## src/inc/aoc_pkg.sv

```systemverilog
// =====================================================================
// Purpose: Constants and types for the automatic operation control block
// Assumes: APB slave, 32-bit data, 125 MHz pclk
// Notes:   Register word offsets are byte addresses
// =====================================================================
package aoc_pkg;

  // =====================================================================
  // Register offsets
  localparam logic [7:0] OFS_AUTO_CMD   = 8'h00;
  localparam logic [7:0] OFS_AUTO_STAT  = 8'h04;
  localparam logic [7:0] OFS_RST_STAT   = 8'h08;
  localparam logic [7:0] OFS_TEST_ECHO  = 8'h0C;
  localparam logic [7:0] OFS_TEST_IN    = 8'h10;
  localparam logic [7:0] OFS_LOCK_CTRL  = 8'h14;
  localparam logic [7:0] OFS_DRY_FEED   = 8'h18;
  localparam logic [7:0] OFS_RST_HOLD   = 8'h1C;
  localparam logic [7:0] OFS_IRQ_STAT   = 8'h20;
  localparam logic [7:0] OFS_IRQ_MASK   = 8'h24;
  localparam logic [7:0] OFS_STATE      = 8'h28;

  // =====================================================================
  // Field layouts
  typedef struct packed {
    logic       feed_hold_in;
    logic       cycle_start_in;
    logic [5:0] rsv;
  } aoc_cmd_t;

  typedef struct packed {
    logic       auto_running_flag;
    logic       rsv6;
    logic       cycle_start_lamp;
    logic       feed_hold_lamp;
    logic [3:0] rsv;
  } aoc_stat_t;

  typedef struct packed {
    logic       rsv7;
    logic       program_restart_in;
    logic [2:0] rsv5;
    logic       dry_run_in;
    logic       single_block_in;
    logic       rsv0;
  } aoc_test_t;

  localparam logic [7:0]  CMD_WR_MASK   = 8'hC0;
  localparam logic [7:0]  TEST_WR_MASK  = 8'h46;
  localparam int          RST_OUT_BIT   = 1;
  localparam int          ECHO_LOCK_BIT = 1;
  localparam int          ECHO_SBK_BIT  = 3;
  localparam int          IRQ_W         = 5;
  localparam int          IRQ_START     = 0;
  localparam int          IRQ_REFUSE    = 1;
  localparam int          IRQ_HOLD      = 2;
  localparam int          IRQ_RESET     = 3;
  localparam int          IRQ_RST_DONE  = 4;

  // =====================================================================
  // Reset values
  localparam logic [15:0] DRY_FEED_RST  = 16'h03E8;
  localparam logic [15:0] RST_HOLD_RST  = 16'h0064;

  // =====================================================================
  // Timing
  localparam int          CLK_PERIOD_PS = 8000;
  localparam int          MS_TICK_NS    = 1000000;
  localparam int          MS_CYCLES     = (MS_TICK_NS / CLK_PERIOD_PS) * 1000;

  // =====================================================================
  // States and modes
  typedef enum logic [1:0] {
    ST_STOP  = 2'b00,
    ST_CYCLE = 2'b01,
    ST_HOLD  = 2'b10,
    ST_RESET = 2'b11
  } aoc_state_t;

  typedef enum logic [2:0] {
    MODE_EDIT   = 3'b000,
    MODE_MEMORY = 3'b001,
    MODE_MDI    = 3'b010,
    MODE_DNC    = 3'b011,
    MODE_MANUAL = 3'b100
  } aoc_mode_t;

endpackage

```

## src/hdl/aoc_top.sv

```systemverilog
// =====================================================================
// Purpose: Automatic operation control with APB register access
// Assumes: Panel pins asynchronous; executor signals on pclk
// Notes:   All outputs registered
// =====================================================================
`timescale 1ns/1ps

module aoc_top
  import aoc_pkg::*;
#(
  parameter int N_AXIS     = 5,
  parameter int FEED_W     = 16,
  parameter int MS_CYC     = MS_CYCLES,
  parameter int ACCEL_STEP = 16
) (
  // Clock and reset
  input  wire logic              pclk,
  input  wire logic              presetn,
  // APB slave
  input  wire logic              psel,
  input  wire logic              penable,
  input  wire logic              pwrite,
  input  wire logic [7:0]        paddr,
  input  wire logic [31:0]       pwdata,
  output logic [31:0]            prdata,
  output logic                   pready,
  output logic                   pslverr,
  // Panel inputs, asynchronous
  input  wire logic              emergency_stop_in,
  input  wire logic              reset_key_in,
  input  wire logic              alarm_in,
  input  wire logic              seq_search_in,
  input  wire logic [2:0]        mode_in,
  // Executor events, pclk domain
  input  wire logic              block_done_in,
  input  wire logic              mdi_done_in,
  input  wire logic              prog_end_in,
  input  wire logic              reset_proc_done_in,
  input  wire logic [FEED_W-1:0] prog_feed_in,
  input  wire logic [N_AXIS-1:0] axis_pulse_in,
  input  wire logic              misc_func_req,
  input  wire logic              spindle_func_req,
  input  wire logic              tool_func_req,
  // Machine outputs
  output logic [N_AXIS-1:0]      axis_pulse_out,
  output logic [FEED_W-1:0]      feed_rate_out,
  output logic                   misc_func_strobe,
  output logic                   spindle_func_strobe,
  output logic                   tool_func_strobe,
  output logic                   reset_out,
  output logic                   irq
);

  // =====================================================================
  // Functions
  function automatic logic is_auto_mode(input logic [2:0] m);
    is_auto_mode = (m == MODE_MEMORY) || (m == MODE_DNC) || (m == MODE_MDI);
  endfunction

  function automatic logic hit(input logic [7:0] a, input logic [7:0] ofs);
    hit = (a == ofs);
  endfunction

  // =====================================================================
  // Declarations
  localparam int SYNC_W = 7;

  logic [SYNC_W-1:0] sync1_q;
  logic [SYNC_W-1:0] sync2_q;
  logic              estop;
  logic              rkey;
  logic              alarm;
  logic              seq_search;
  logic [2:0]        mode;

  aoc_cmd_t          cmd_q;
  aoc_test_t         test_q;
  aoc_stat_t         stat_q;
  logic              lock_q;
  logic [15:0]       dry_feed_q;
  logic [15:0]       rst_hold_q;
  logic [IRQ_W-1:0]  irq_stat_q;
  logic [IRQ_W-1:0]  irq_mask_q;
  logic              lock_echo_q;
  logic              sbk_echo_q;

  aoc_state_t        state_q;
  aoc_state_t        state_d;
  logic [2:0]        start_mode_q;
  logic              cs_prev_q;
  logic              start_edge;
  logic              start_block;
  logic              start_ok;
  logic              hold_cond;
  logic              rst_active;

  logic [31:0]       ms_cnt_q;
  logic              ms_tick_q;
  logic              rst_wait_q;
  logic [15:0]       hold_cnt_q;
  logic              rst_prev_q;

  logic              access;
  logic              wr_en;
  logic [31:0]       rd_word;
  logic              rd_hit;
  logic [IRQ_W-1:0]  events;
  logic [FEED_W-1:0] feed_target;

  // =====================================================================
  // Input synchronisers
  always_ff @(posedge pclk or negedge presetn) begin
    if (!presetn) begin
      sync1_q <= '0;
      sync2_q <= '0;
    end else begin
      sync1_q <= {mode_in, seq_search_in, alarm_in, reset_key_in, emergency_stop_in};
      sync2_q <= sync1_q;
    end
  end

  assign estop      = sync2_q[0];
  assign rkey       = sync2_q[1];
  assign alarm      = sync2_q[2];
  assign seq_search = sync2_q[3];
  assign mode       = sync2_q[6:4];
  assign rst_active = estop | rkey;

  // =====================================================================
  // Millisecond tick
  always_ff @(posedge pclk or negedge presetn) begin
    if (!presetn) begin
      ms_cnt_q  <= '0;
      ms_tick_q <= 1'b0;
    end else if (ms_cnt_q == 32'(MS_CYC - 1)) begin
      ms_cnt_q  <= '0;
      ms_tick_q <= 1'b1;
    end else begin
      ms_cnt_q  <= ms_cnt_q + 32'd1;
      ms_tick_q <= 1'b0;
    end
  end

  // =====================================================================
  // Operation state
  assign start_edge  = cmd_q.cycle_start_in & ~cs_prev_q;
  assign start_block = ~is_auto_mode(mode) | cmd_q.feed_hold_in | estop | rkey | alarm
                     | (state_q == ST_CYCLE) | (state_q == ST_RESET)
                     | test_q.program_restart_in | seq_search;
  assign start_ok    = start_edge & ~start_block;
  assign hold_cond   = cmd_q.feed_hold_in | alarm
                     | (block_done_in & test_q.single_block_in)
                     | (mdi_done_in & (mode == MODE_MDI))
                     | (block_done_in & (mode != start_mode_q));

  always_comb begin
    state_d = state_q;
    unique case (state_q)
      ST_STOP: begin
        if (rst_active) begin
          state_d = ST_RESET;
        end else if (start_ok) begin
          state_d = ST_CYCLE;
        end
      end
      ST_CYCLE: begin
        if (rst_active) begin
          state_d = ST_RESET;
        end else if (hold_cond) begin
          state_d = ST_HOLD;
        end else if (prog_end_in) begin
          state_d = ST_STOP;
        end
      end
      ST_HOLD: begin
        // Only reset or a fresh start edge leaves hold
        if (rst_active) begin
          state_d = ST_RESET;
        end else if (start_ok) begin
          state_d = ST_CYCLE;
        end
      end
      ST_RESET: begin
        if (!rst_active && !reset_out) begin
          state_d = ST_STOP;
        end
      end
    endcase
  end

  always_ff @(posedge pclk or negedge presetn) begin
    if (!presetn) begin
      state_q      <= ST_STOP;
      start_mode_q <= MODE_EDIT;
      cs_prev_q    <= 1'b0;
    end else begin
      state_q   <= state_d;
      cs_prev_q <= cmd_q.cycle_start_in;
      if (start_ok) begin
        start_mode_q <= mode;
      end
    end
  end

  // Lamps follow next state so they change with it
  always_ff @(posedge pclk or negedge presetn) begin
    if (!presetn) begin
      stat_q <= '0;
    end else begin
      stat_q                   <= '0;
      stat_q.cycle_start_lamp  <= (state_d == ST_CYCLE);
      stat_q.feed_hold_lamp    <= (state_d == ST_HOLD);
      stat_q.auto_running_flag <= (state_d == ST_CYCLE) | (state_d == ST_HOLD);
    end
  end

  // =====================================================================
  // Reset output stretch
  always_ff @(posedge pclk or negedge presetn) begin
    if (!presetn) begin
      reset_out  <= 1'b0;
      rst_wait_q <= 1'b0;
      hold_cnt_q <= '0;
      rst_prev_q <= 1'b0;
    end else begin
      rst_prev_q <= reset_out;
      if (rst_active) begin
        reset_out  <= 1'b1;
        rst_wait_q <= 1'b1;
        hold_cnt_q <= rst_hold_q;
      end else if (rst_wait_q) begin
        if (reset_proc_done_in) begin
          rst_wait_q <= 1'b0;
        end
      end else if (reset_out && ms_tick_q) begin
        if (hold_cnt_q == '0) begin
          reset_out <= 1'b0;
        end else begin
          hold_cnt_q <= hold_cnt_q - 16'd1;
        end
      end
    end
  end

  // =====================================================================
  // Function strobes, dropped at once on reset
  always_ff @(posedge pclk or negedge presetn) begin
    if (!presetn) begin
      misc_func_strobe    <= 1'b0;
      spindle_func_strobe <= 1'b0;
      tool_func_strobe    <= 1'b0;
    end else begin
      misc_func_strobe    <= misc_func_req & ~rst_active & ~reset_out;
      spindle_func_strobe <= spindle_func_req & ~rst_active & ~reset_out;
      tool_func_strobe    <= tool_func_req & ~rst_active & ~reset_out;
    end
  end

  // =====================================================================
  // Axis pulses and feedrate
  always_ff @(posedge pclk or negedge presetn) begin
    if (!presetn) begin
      axis_pulse_out <= '0;
      lock_echo_q    <= 1'b0;
      sbk_echo_q     <= 1'b0;
    end else begin
      axis_pulse_out <= axis_pulse_in & {N_AXIS{~lock_q}};
      lock_echo_q    <= lock_q;
      sbk_echo_q     <= test_q.single_block_in;
    end
  end

  always_comb begin
    feed_target = '0;
    if (state_q == ST_CYCLE) begin
      if (test_q.dry_run_in && is_auto_mode(mode)) begin
        feed_target = FEED_W'(dry_feed_q);
      end else begin
        feed_target = prog_feed_in;
      end
    end
  end

  // Ramp toward target each ms; stop and reset ramp down to zero
  always_ff @(posedge pclk or negedge presetn) begin
    if (!presetn) begin
      feed_rate_out <= '0;
    end else if (ms_tick_q) begin
      if (feed_rate_out + FEED_W'(ACCEL_STEP) < feed_target) begin
        feed_rate_out <= feed_rate_out + FEED_W'(ACCEL_STEP);
      end else if (feed_rate_out < feed_target) begin
        feed_rate_out <= feed_target;
      end else if (feed_rate_out > feed_target + FEED_W'(ACCEL_STEP)) begin
        feed_rate_out <= feed_rate_out - FEED_W'(ACCEL_STEP);
      end else begin
        feed_rate_out <= feed_target;
      end
    end
  end

  // =====================================================================
  // APB slave, one wait state
  assign access = psel & penable & ~pready;
  assign wr_en  = psel & penable & pwrite & pready;

  always_comb begin
    rd_word = '0;
    rd_hit  = 1'b1;
    if (hit(paddr, OFS_AUTO_CMD)) begin
      rd_word[7:0] = cmd_q;
    end else if (hit(paddr, OFS_AUTO_STAT)) begin
      rd_word[7:0] = stat_q;
    end else if (hit(paddr, OFS_RST_STAT)) begin
      rd_word[RST_OUT_BIT] = reset_out;
    end else if (hit(paddr, OFS_TEST_ECHO)) begin
      rd_word[ECHO_LOCK_BIT] = lock_echo_q;
      rd_word[ECHO_SBK_BIT]  = sbk_echo_q;
    end else if (hit(paddr, OFS_TEST_IN)) begin
      rd_word[7:0] = test_q;
    end else if (hit(paddr, OFS_LOCK_CTRL)) begin
      rd_word[0] = lock_q;
    end else if (hit(paddr, OFS_DRY_FEED)) begin
      rd_word[15:0] = dry_feed_q;
    end else if (hit(paddr, OFS_RST_HOLD)) begin
      rd_word[15:0] = rst_hold_q;
    end else if (hit(paddr, OFS_IRQ_STAT)) begin
      rd_word[IRQ_W-1:0] = irq_stat_q;
    end else if (hit(paddr, OFS_IRQ_MASK)) begin
      rd_word[IRQ_W-1:0] = irq_mask_q;
    end else if (hit(paddr, OFS_STATE)) begin
      rd_word[1:0] = state_q;
    end else begin
      rd_hit = 1'b0;
    end
  end

  always_ff @(posedge pclk or negedge presetn) begin
    if (!presetn) begin
      pready  <= 1'b0;
      pslverr <= 1'b0;
      prdata  <= '0;
    end else begin
      pready  <= access;
      pslverr <= access & ~rd_hit;
      prdata  <= (access && !pwrite) ? rd_word : '0;
    end
  end

  // Writable registers, reserved bits kept zero
  always_ff @(posedge pclk or negedge presetn) begin
    if (!presetn) begin
      cmd_q      <= '0;
      test_q     <= '0;
      lock_q     <= 1'b0;
      dry_feed_q <= DRY_FEED_RST;
      rst_hold_q <= RST_HOLD_RST;
      irq_mask_q <= '0;
    end else if (wr_en) begin
      if (hit(paddr, OFS_AUTO_CMD)) begin
        cmd_q <= pwdata[7:0] & CMD_WR_MASK;
      end
      if (hit(paddr, OFS_TEST_IN)) begin
        test_q <= pwdata[7:0] & TEST_WR_MASK;
      end
      if (hit(paddr, OFS_LOCK_CTRL)) begin
        lock_q <= pwdata[0];
      end
      if (hit(paddr, OFS_DRY_FEED)) begin
        dry_feed_q <= pwdata[15:0];
      end
      if (hit(paddr, OFS_RST_HOLD)) begin
        rst_hold_q <= pwdata[15:0];
      end
      if (hit(paddr, OFS_IRQ_MASK)) begin
        irq_mask_q <= pwdata[IRQ_W-1:0];
      end
    end
  end

  // =====================================================================
  // Interrupts, set wins over write-one clear
  always_comb begin
    events               = '0;
    events[IRQ_START]    = start_ok;
    events[IRQ_REFUSE]   = start_edge & start_block;
    events[IRQ_HOLD]     = (state_d == ST_HOLD) & (state_q != ST_HOLD);
    events[IRQ_RESET]    = (state_d == ST_RESET) & (state_q != ST_RESET);
    events[IRQ_RST_DONE] = rst_prev_q & ~reset_out;
  end

  always_ff @(posedge pclk or negedge presetn) begin
    if (!presetn) begin
      irq_stat_q <= '0;
      irq        <= 1'b0;
    end else begin
      if (wr_en && hit(paddr, OFS_IRQ_STAT)) begin
        irq_stat_q <= (irq_stat_q & ~pwdata[IRQ_W-1:0]) | events;
      end else begin
        irq_stat_q <= irq_stat_q | events;
      end
      irq <= |(irq_stat_q & irq_mask_q);
    end
  end

endmodule

```

## config.mk

```make
export PLATFORM = sky130hd
export DESIGN_NAME = aoc_top
export DESIGN_NICKNAME = d
export VERILOG_FILES = /design/src/inc/aoc_pkg.sv /design/src/hdl/aoc_top.sv
export SDC_FILE = /design/constraint.sdc
export NUM_CORES = 1
export LEC_CHECK = 0
export BUFFER_PORTS_ARGS = -buffer_cell sky130_fd_sc_hd__clkbuf_2
export CAP_MARGIN = 30
export CORE_ASPECT_RATIO = 1.2
export CORE_MARGIN = 2
export CORE_UTILIZATION = 51
export CTS_BUF_LIST = sky130_fd_sc_hd__clkbuf_4
export DETAILED_ROUTE_END_ITERATION = 16
export MAX_ROUTING_LAYER = met4
export PLACE_DENSITY = 0.73
export SKIP_CTS_REPAIR_TIMING = 1
export SYNTH_ARGS = -nofsm -noshare
export SYNTH_HDL_FRONTEND = slang
export SYNTH_SLANG_ARGS = --single-unit
export TNS_END_PERCENT = 30
```

## constraint.sdc

```tcl
create_clock -name pclk -period 4.25 [get_ports pclk]
set_clock_uncertainty 0.15 [all_clocks]
set_input_delay 0.425 -clock pclk [delete_from_list [all_inputs] [get_ports pclk]]
set_output_delay 0.425 -clock pclk [all_outputs]
set_load 0.01 [all_outputs]
```

==> results.sh <==
export IMPL_status="completed"
export IMPL_die_h_microns=152
export IMPL_worst_slew_pin_slew_ns=0.901
export IMPL_synthTopCellsByCount="159 x dfrtp_1, 77 x nand2_1, 76 x nor2_1"
export IMPL_synthCells=914
export IMPL_maxCapViolCount=0
export IMPL_avgSynthCellArea_sq_um=10.2
export IMPL_root_buffer="clkbuf_4"
export IMPL_antenna_found_initial=1
export IMPL_drc=0
export IMPL_cts_max_level=4
export IMPL_overflow=0
export IMPL_synthFlopType="dfrtp_1"
export IMPL_hold_violations=0
export IMPL_path_cells="ha_1 -> and3_1 -> nand2_1 -> nor2_1 -> nand3_1 -> xnor2_1 -> ha_1 -> and4_1 -> a221o_1 -> a2111o_1 -> o21a_1 -> a31oi_1 -> o21ai_1"
export IMPL_final_layout_size_suffix_gt1_share_pct=24.3
export IMPL_grt_first_pass_wirelength_mm=36.1
export IMPL_layout_setup_ws_ns=0.294
export IMPL_die_width_microns=127
export IMPL_synth_warnings=0
export IMPL_viasPerCell=5.67
export IMPL_numPortBuffers=107
export IMPL_timing_fmax_ghz=0.253
export IMPL_boundaryPins=140
export IMPL_critPathMaxStageDelay_ns=0.41
export IMPL_setup_viol=0
export IMPL_vias=7442
export IMPL_critPathRequiredTime_ns=4.55
export IMPL_post_dp_hpwl_mm=16.4
export IMPL_drt_pass1_iterations=7
export IMPL_fin_crit_sh_pct=93.1
export IMPL_syn_area_sq_mm=0.00932
export IMPL_nets=1201
export IMPL_crit_path_start_kind="flip-flop"
export IMPL_async_reset_ff_share_pct=100
export IMPL_slew_headroom_pct=39.8
export IMPL_grt_max_degree=86
export IMPL_numCtsBuffers=17
export IMPL_rows=54
export IMPL_clk_latency_ns=0.59
export IMPL_yosys_area_top_type="dfrtp_1"
export IMPL_core_area_sq_mm=0.0180
export IMPL_cp_max_fo=13
export IMPL_post_synth_top_area_fraction_pct=42.7
export IMPL_clkTransAtPathRegs_ns=0.14
export IMPL_rsz0062_at_grt="false"
export IMPL_worst_setup_path_type="flip-flop to flip-flop"
export IMPL_start_util_pct=51.7
export IMPL_gp_congestion=0.935
export IMPL_crit_top_cell="ha_1"
export IMPL_min_period_ns=3.96
export IMPL_ys_seq_elements=168
export IMPL_dieArea_sq_mm=0.0194
export IMPL_finalPower_mw=2.82
export IMPL_drtAntennaViolNets=0
export IMPL_p_per_area_mw_per_mm2=259
export IMPL_peakVddDrop_mv=0.190
export IMPL_syn_to_final_growth_pct=16.7
export IMPL_post_route_util_pct=60.3
export IMPL_grt_use_total_pct=24.0
export IMPL_synth_edf_count=0
export IMPL_dr_first_iter_drc_count=554
export IMPL_power_leakage_nw=4.99
export IMPL_hp_class="input pin to flip-flop"
export IMPL_post_place_ws_ns=0.150
export IMPL_critPathArrivalTime_ns=4.26
export IMPL_ys_types=85
export IMPL_cp_slowest_cell="a2111o_1"
export IMPL_end_kind="flip-flop"
export IMPL_clockBufferDepth=2
export IMPL_ys_seq_area_share_pct=45.2
export IMPL_clock_sinks=168
export IMPL_wl_mm=22.4
export IMPL_grt_pass1_vias=7244
export IMPL_fin_setup_tns_ns=0
export IMPL_synth_area_top_cells="dfrtp_1 43%, mux2_2 6.5%, ha_1 6.2%"
export IMPL_yosysMostFrequentCell="dfrtp_1"
export IMPL_cts_tree="built"
export IMPL_whs_ns=0.0331
export IMPL_drv_slew=0
export IMPL_wl_per_cell_microns=17.0
-- report_power, final --
| part | internal, mW | switching, mW |
|---|---|---|
| combinational | 0.0697 | 0.0978 |
| clock | 0.430 | 0.593 |
| sequential | 1.62 | 0.0104 |
-- routing by layer --
layer	share of wire, %	up-vias	GRT usage, %
met5	0	-	-
met4	1.8	0	6.96
met3	4.8	36	4.75
met2	49	200	38.6
met1	44	3633	31.0
li1	-	3573	-
-- path summary, 6_finish.rpt --
| check | start | end | slack, ns | cells after the start |
|---|---|---|---|---|
| max in group asynchronous | presetn | dry_feed_q[6] | 2.71 | 3 |
| worst max register to register | feed_rate_out[4] | feed_rate_out[4] | 0.29 | 13 |
| worst min-delay path | paddr[5] | pslverr | 0.03 | 3 |
| min in group asynchronous | presetn | axis_pulse_out[2] | 0.29 | 2 |
| worst max-delay path | feed_rate_out[4] | feed_rate_out[4] | 0.29 | 13 |
| worst min register to register | sync1_q[0] | sync2_q[0] | 0.22 | 0 |
-- worst max-delay path: cells and delay by family (launching register included) --
family	cells	cell delay (ns)
flip-flops	1	0.38
AO/OA/AOI/OAI	5	1.50
XOR/XNOR	1	0.24
AND/OR/NAND/NOR	5	1.03
adder cells (fa/ha/maj)	2	0.54
-- cells by family after synthesis --
logic type               share of synthesized area, %
AND/OR/NAND/NOR                                  17.5
flip-flops                                       45.2
AO/OA/AOI/OAI                                    11.9
buffers and inverters                            4.11
XOR/XNOR                                         6.86
multiplexers                                     8.25
adder cells (fa/ha/maj)                          6.17
other                                          0.0402
-- cell usage in the layout, fill, tap and decap left out, types with 20 or more instances in the layout --
master,instances
dfrtp_1,159
clkbuf_2,106
nand2_1,77
nor2_1,75
mux2_2,54
xnor2_1,45
ha_1,45
o21ai_0,40
nand3_1,39
a21oi_1,38
dlygate4sd3_1,34
buf_4,30
inv_1,28
xor2_1,28
nor3_1,20
-- flip-flops by register name, summed over array words and instances (netlist names), 7 cells and up --
| name | count |
|---|---|
| feed_rate_out | 16 |
| sync2_q | 7 |
| ms_cnt_q | 32 |
| rst_hold_q | 16 |
| sync1_q | 7 |
| hold_cnt_q | 16 |
| dry_feed_q | 16 |
| prdata | 16 |
-- cell type report --
class / count / area (sq um)
clock buffers: 18 / 135
clock inverters: 14 / 184
inverters: 30 / 113
fillers: 1572 / 7160
flip-flops and latches: 168 / 4220
well taps: 224 / 280
repair buffers: 172 / 1130
multi-input cells: 686 / 4820
diodes: 1 / 2.50
-- through the flow --
step | std cells | cell area (sq um)
global placement | 1245 | 10200
floorplan | 929 | 9380
detailed placement | 1245 | 10200
CTS | 1277 | 10500
finish | 1313 | 10900
global route | 1313 | 10900
(Power assumes the default switching activity.)
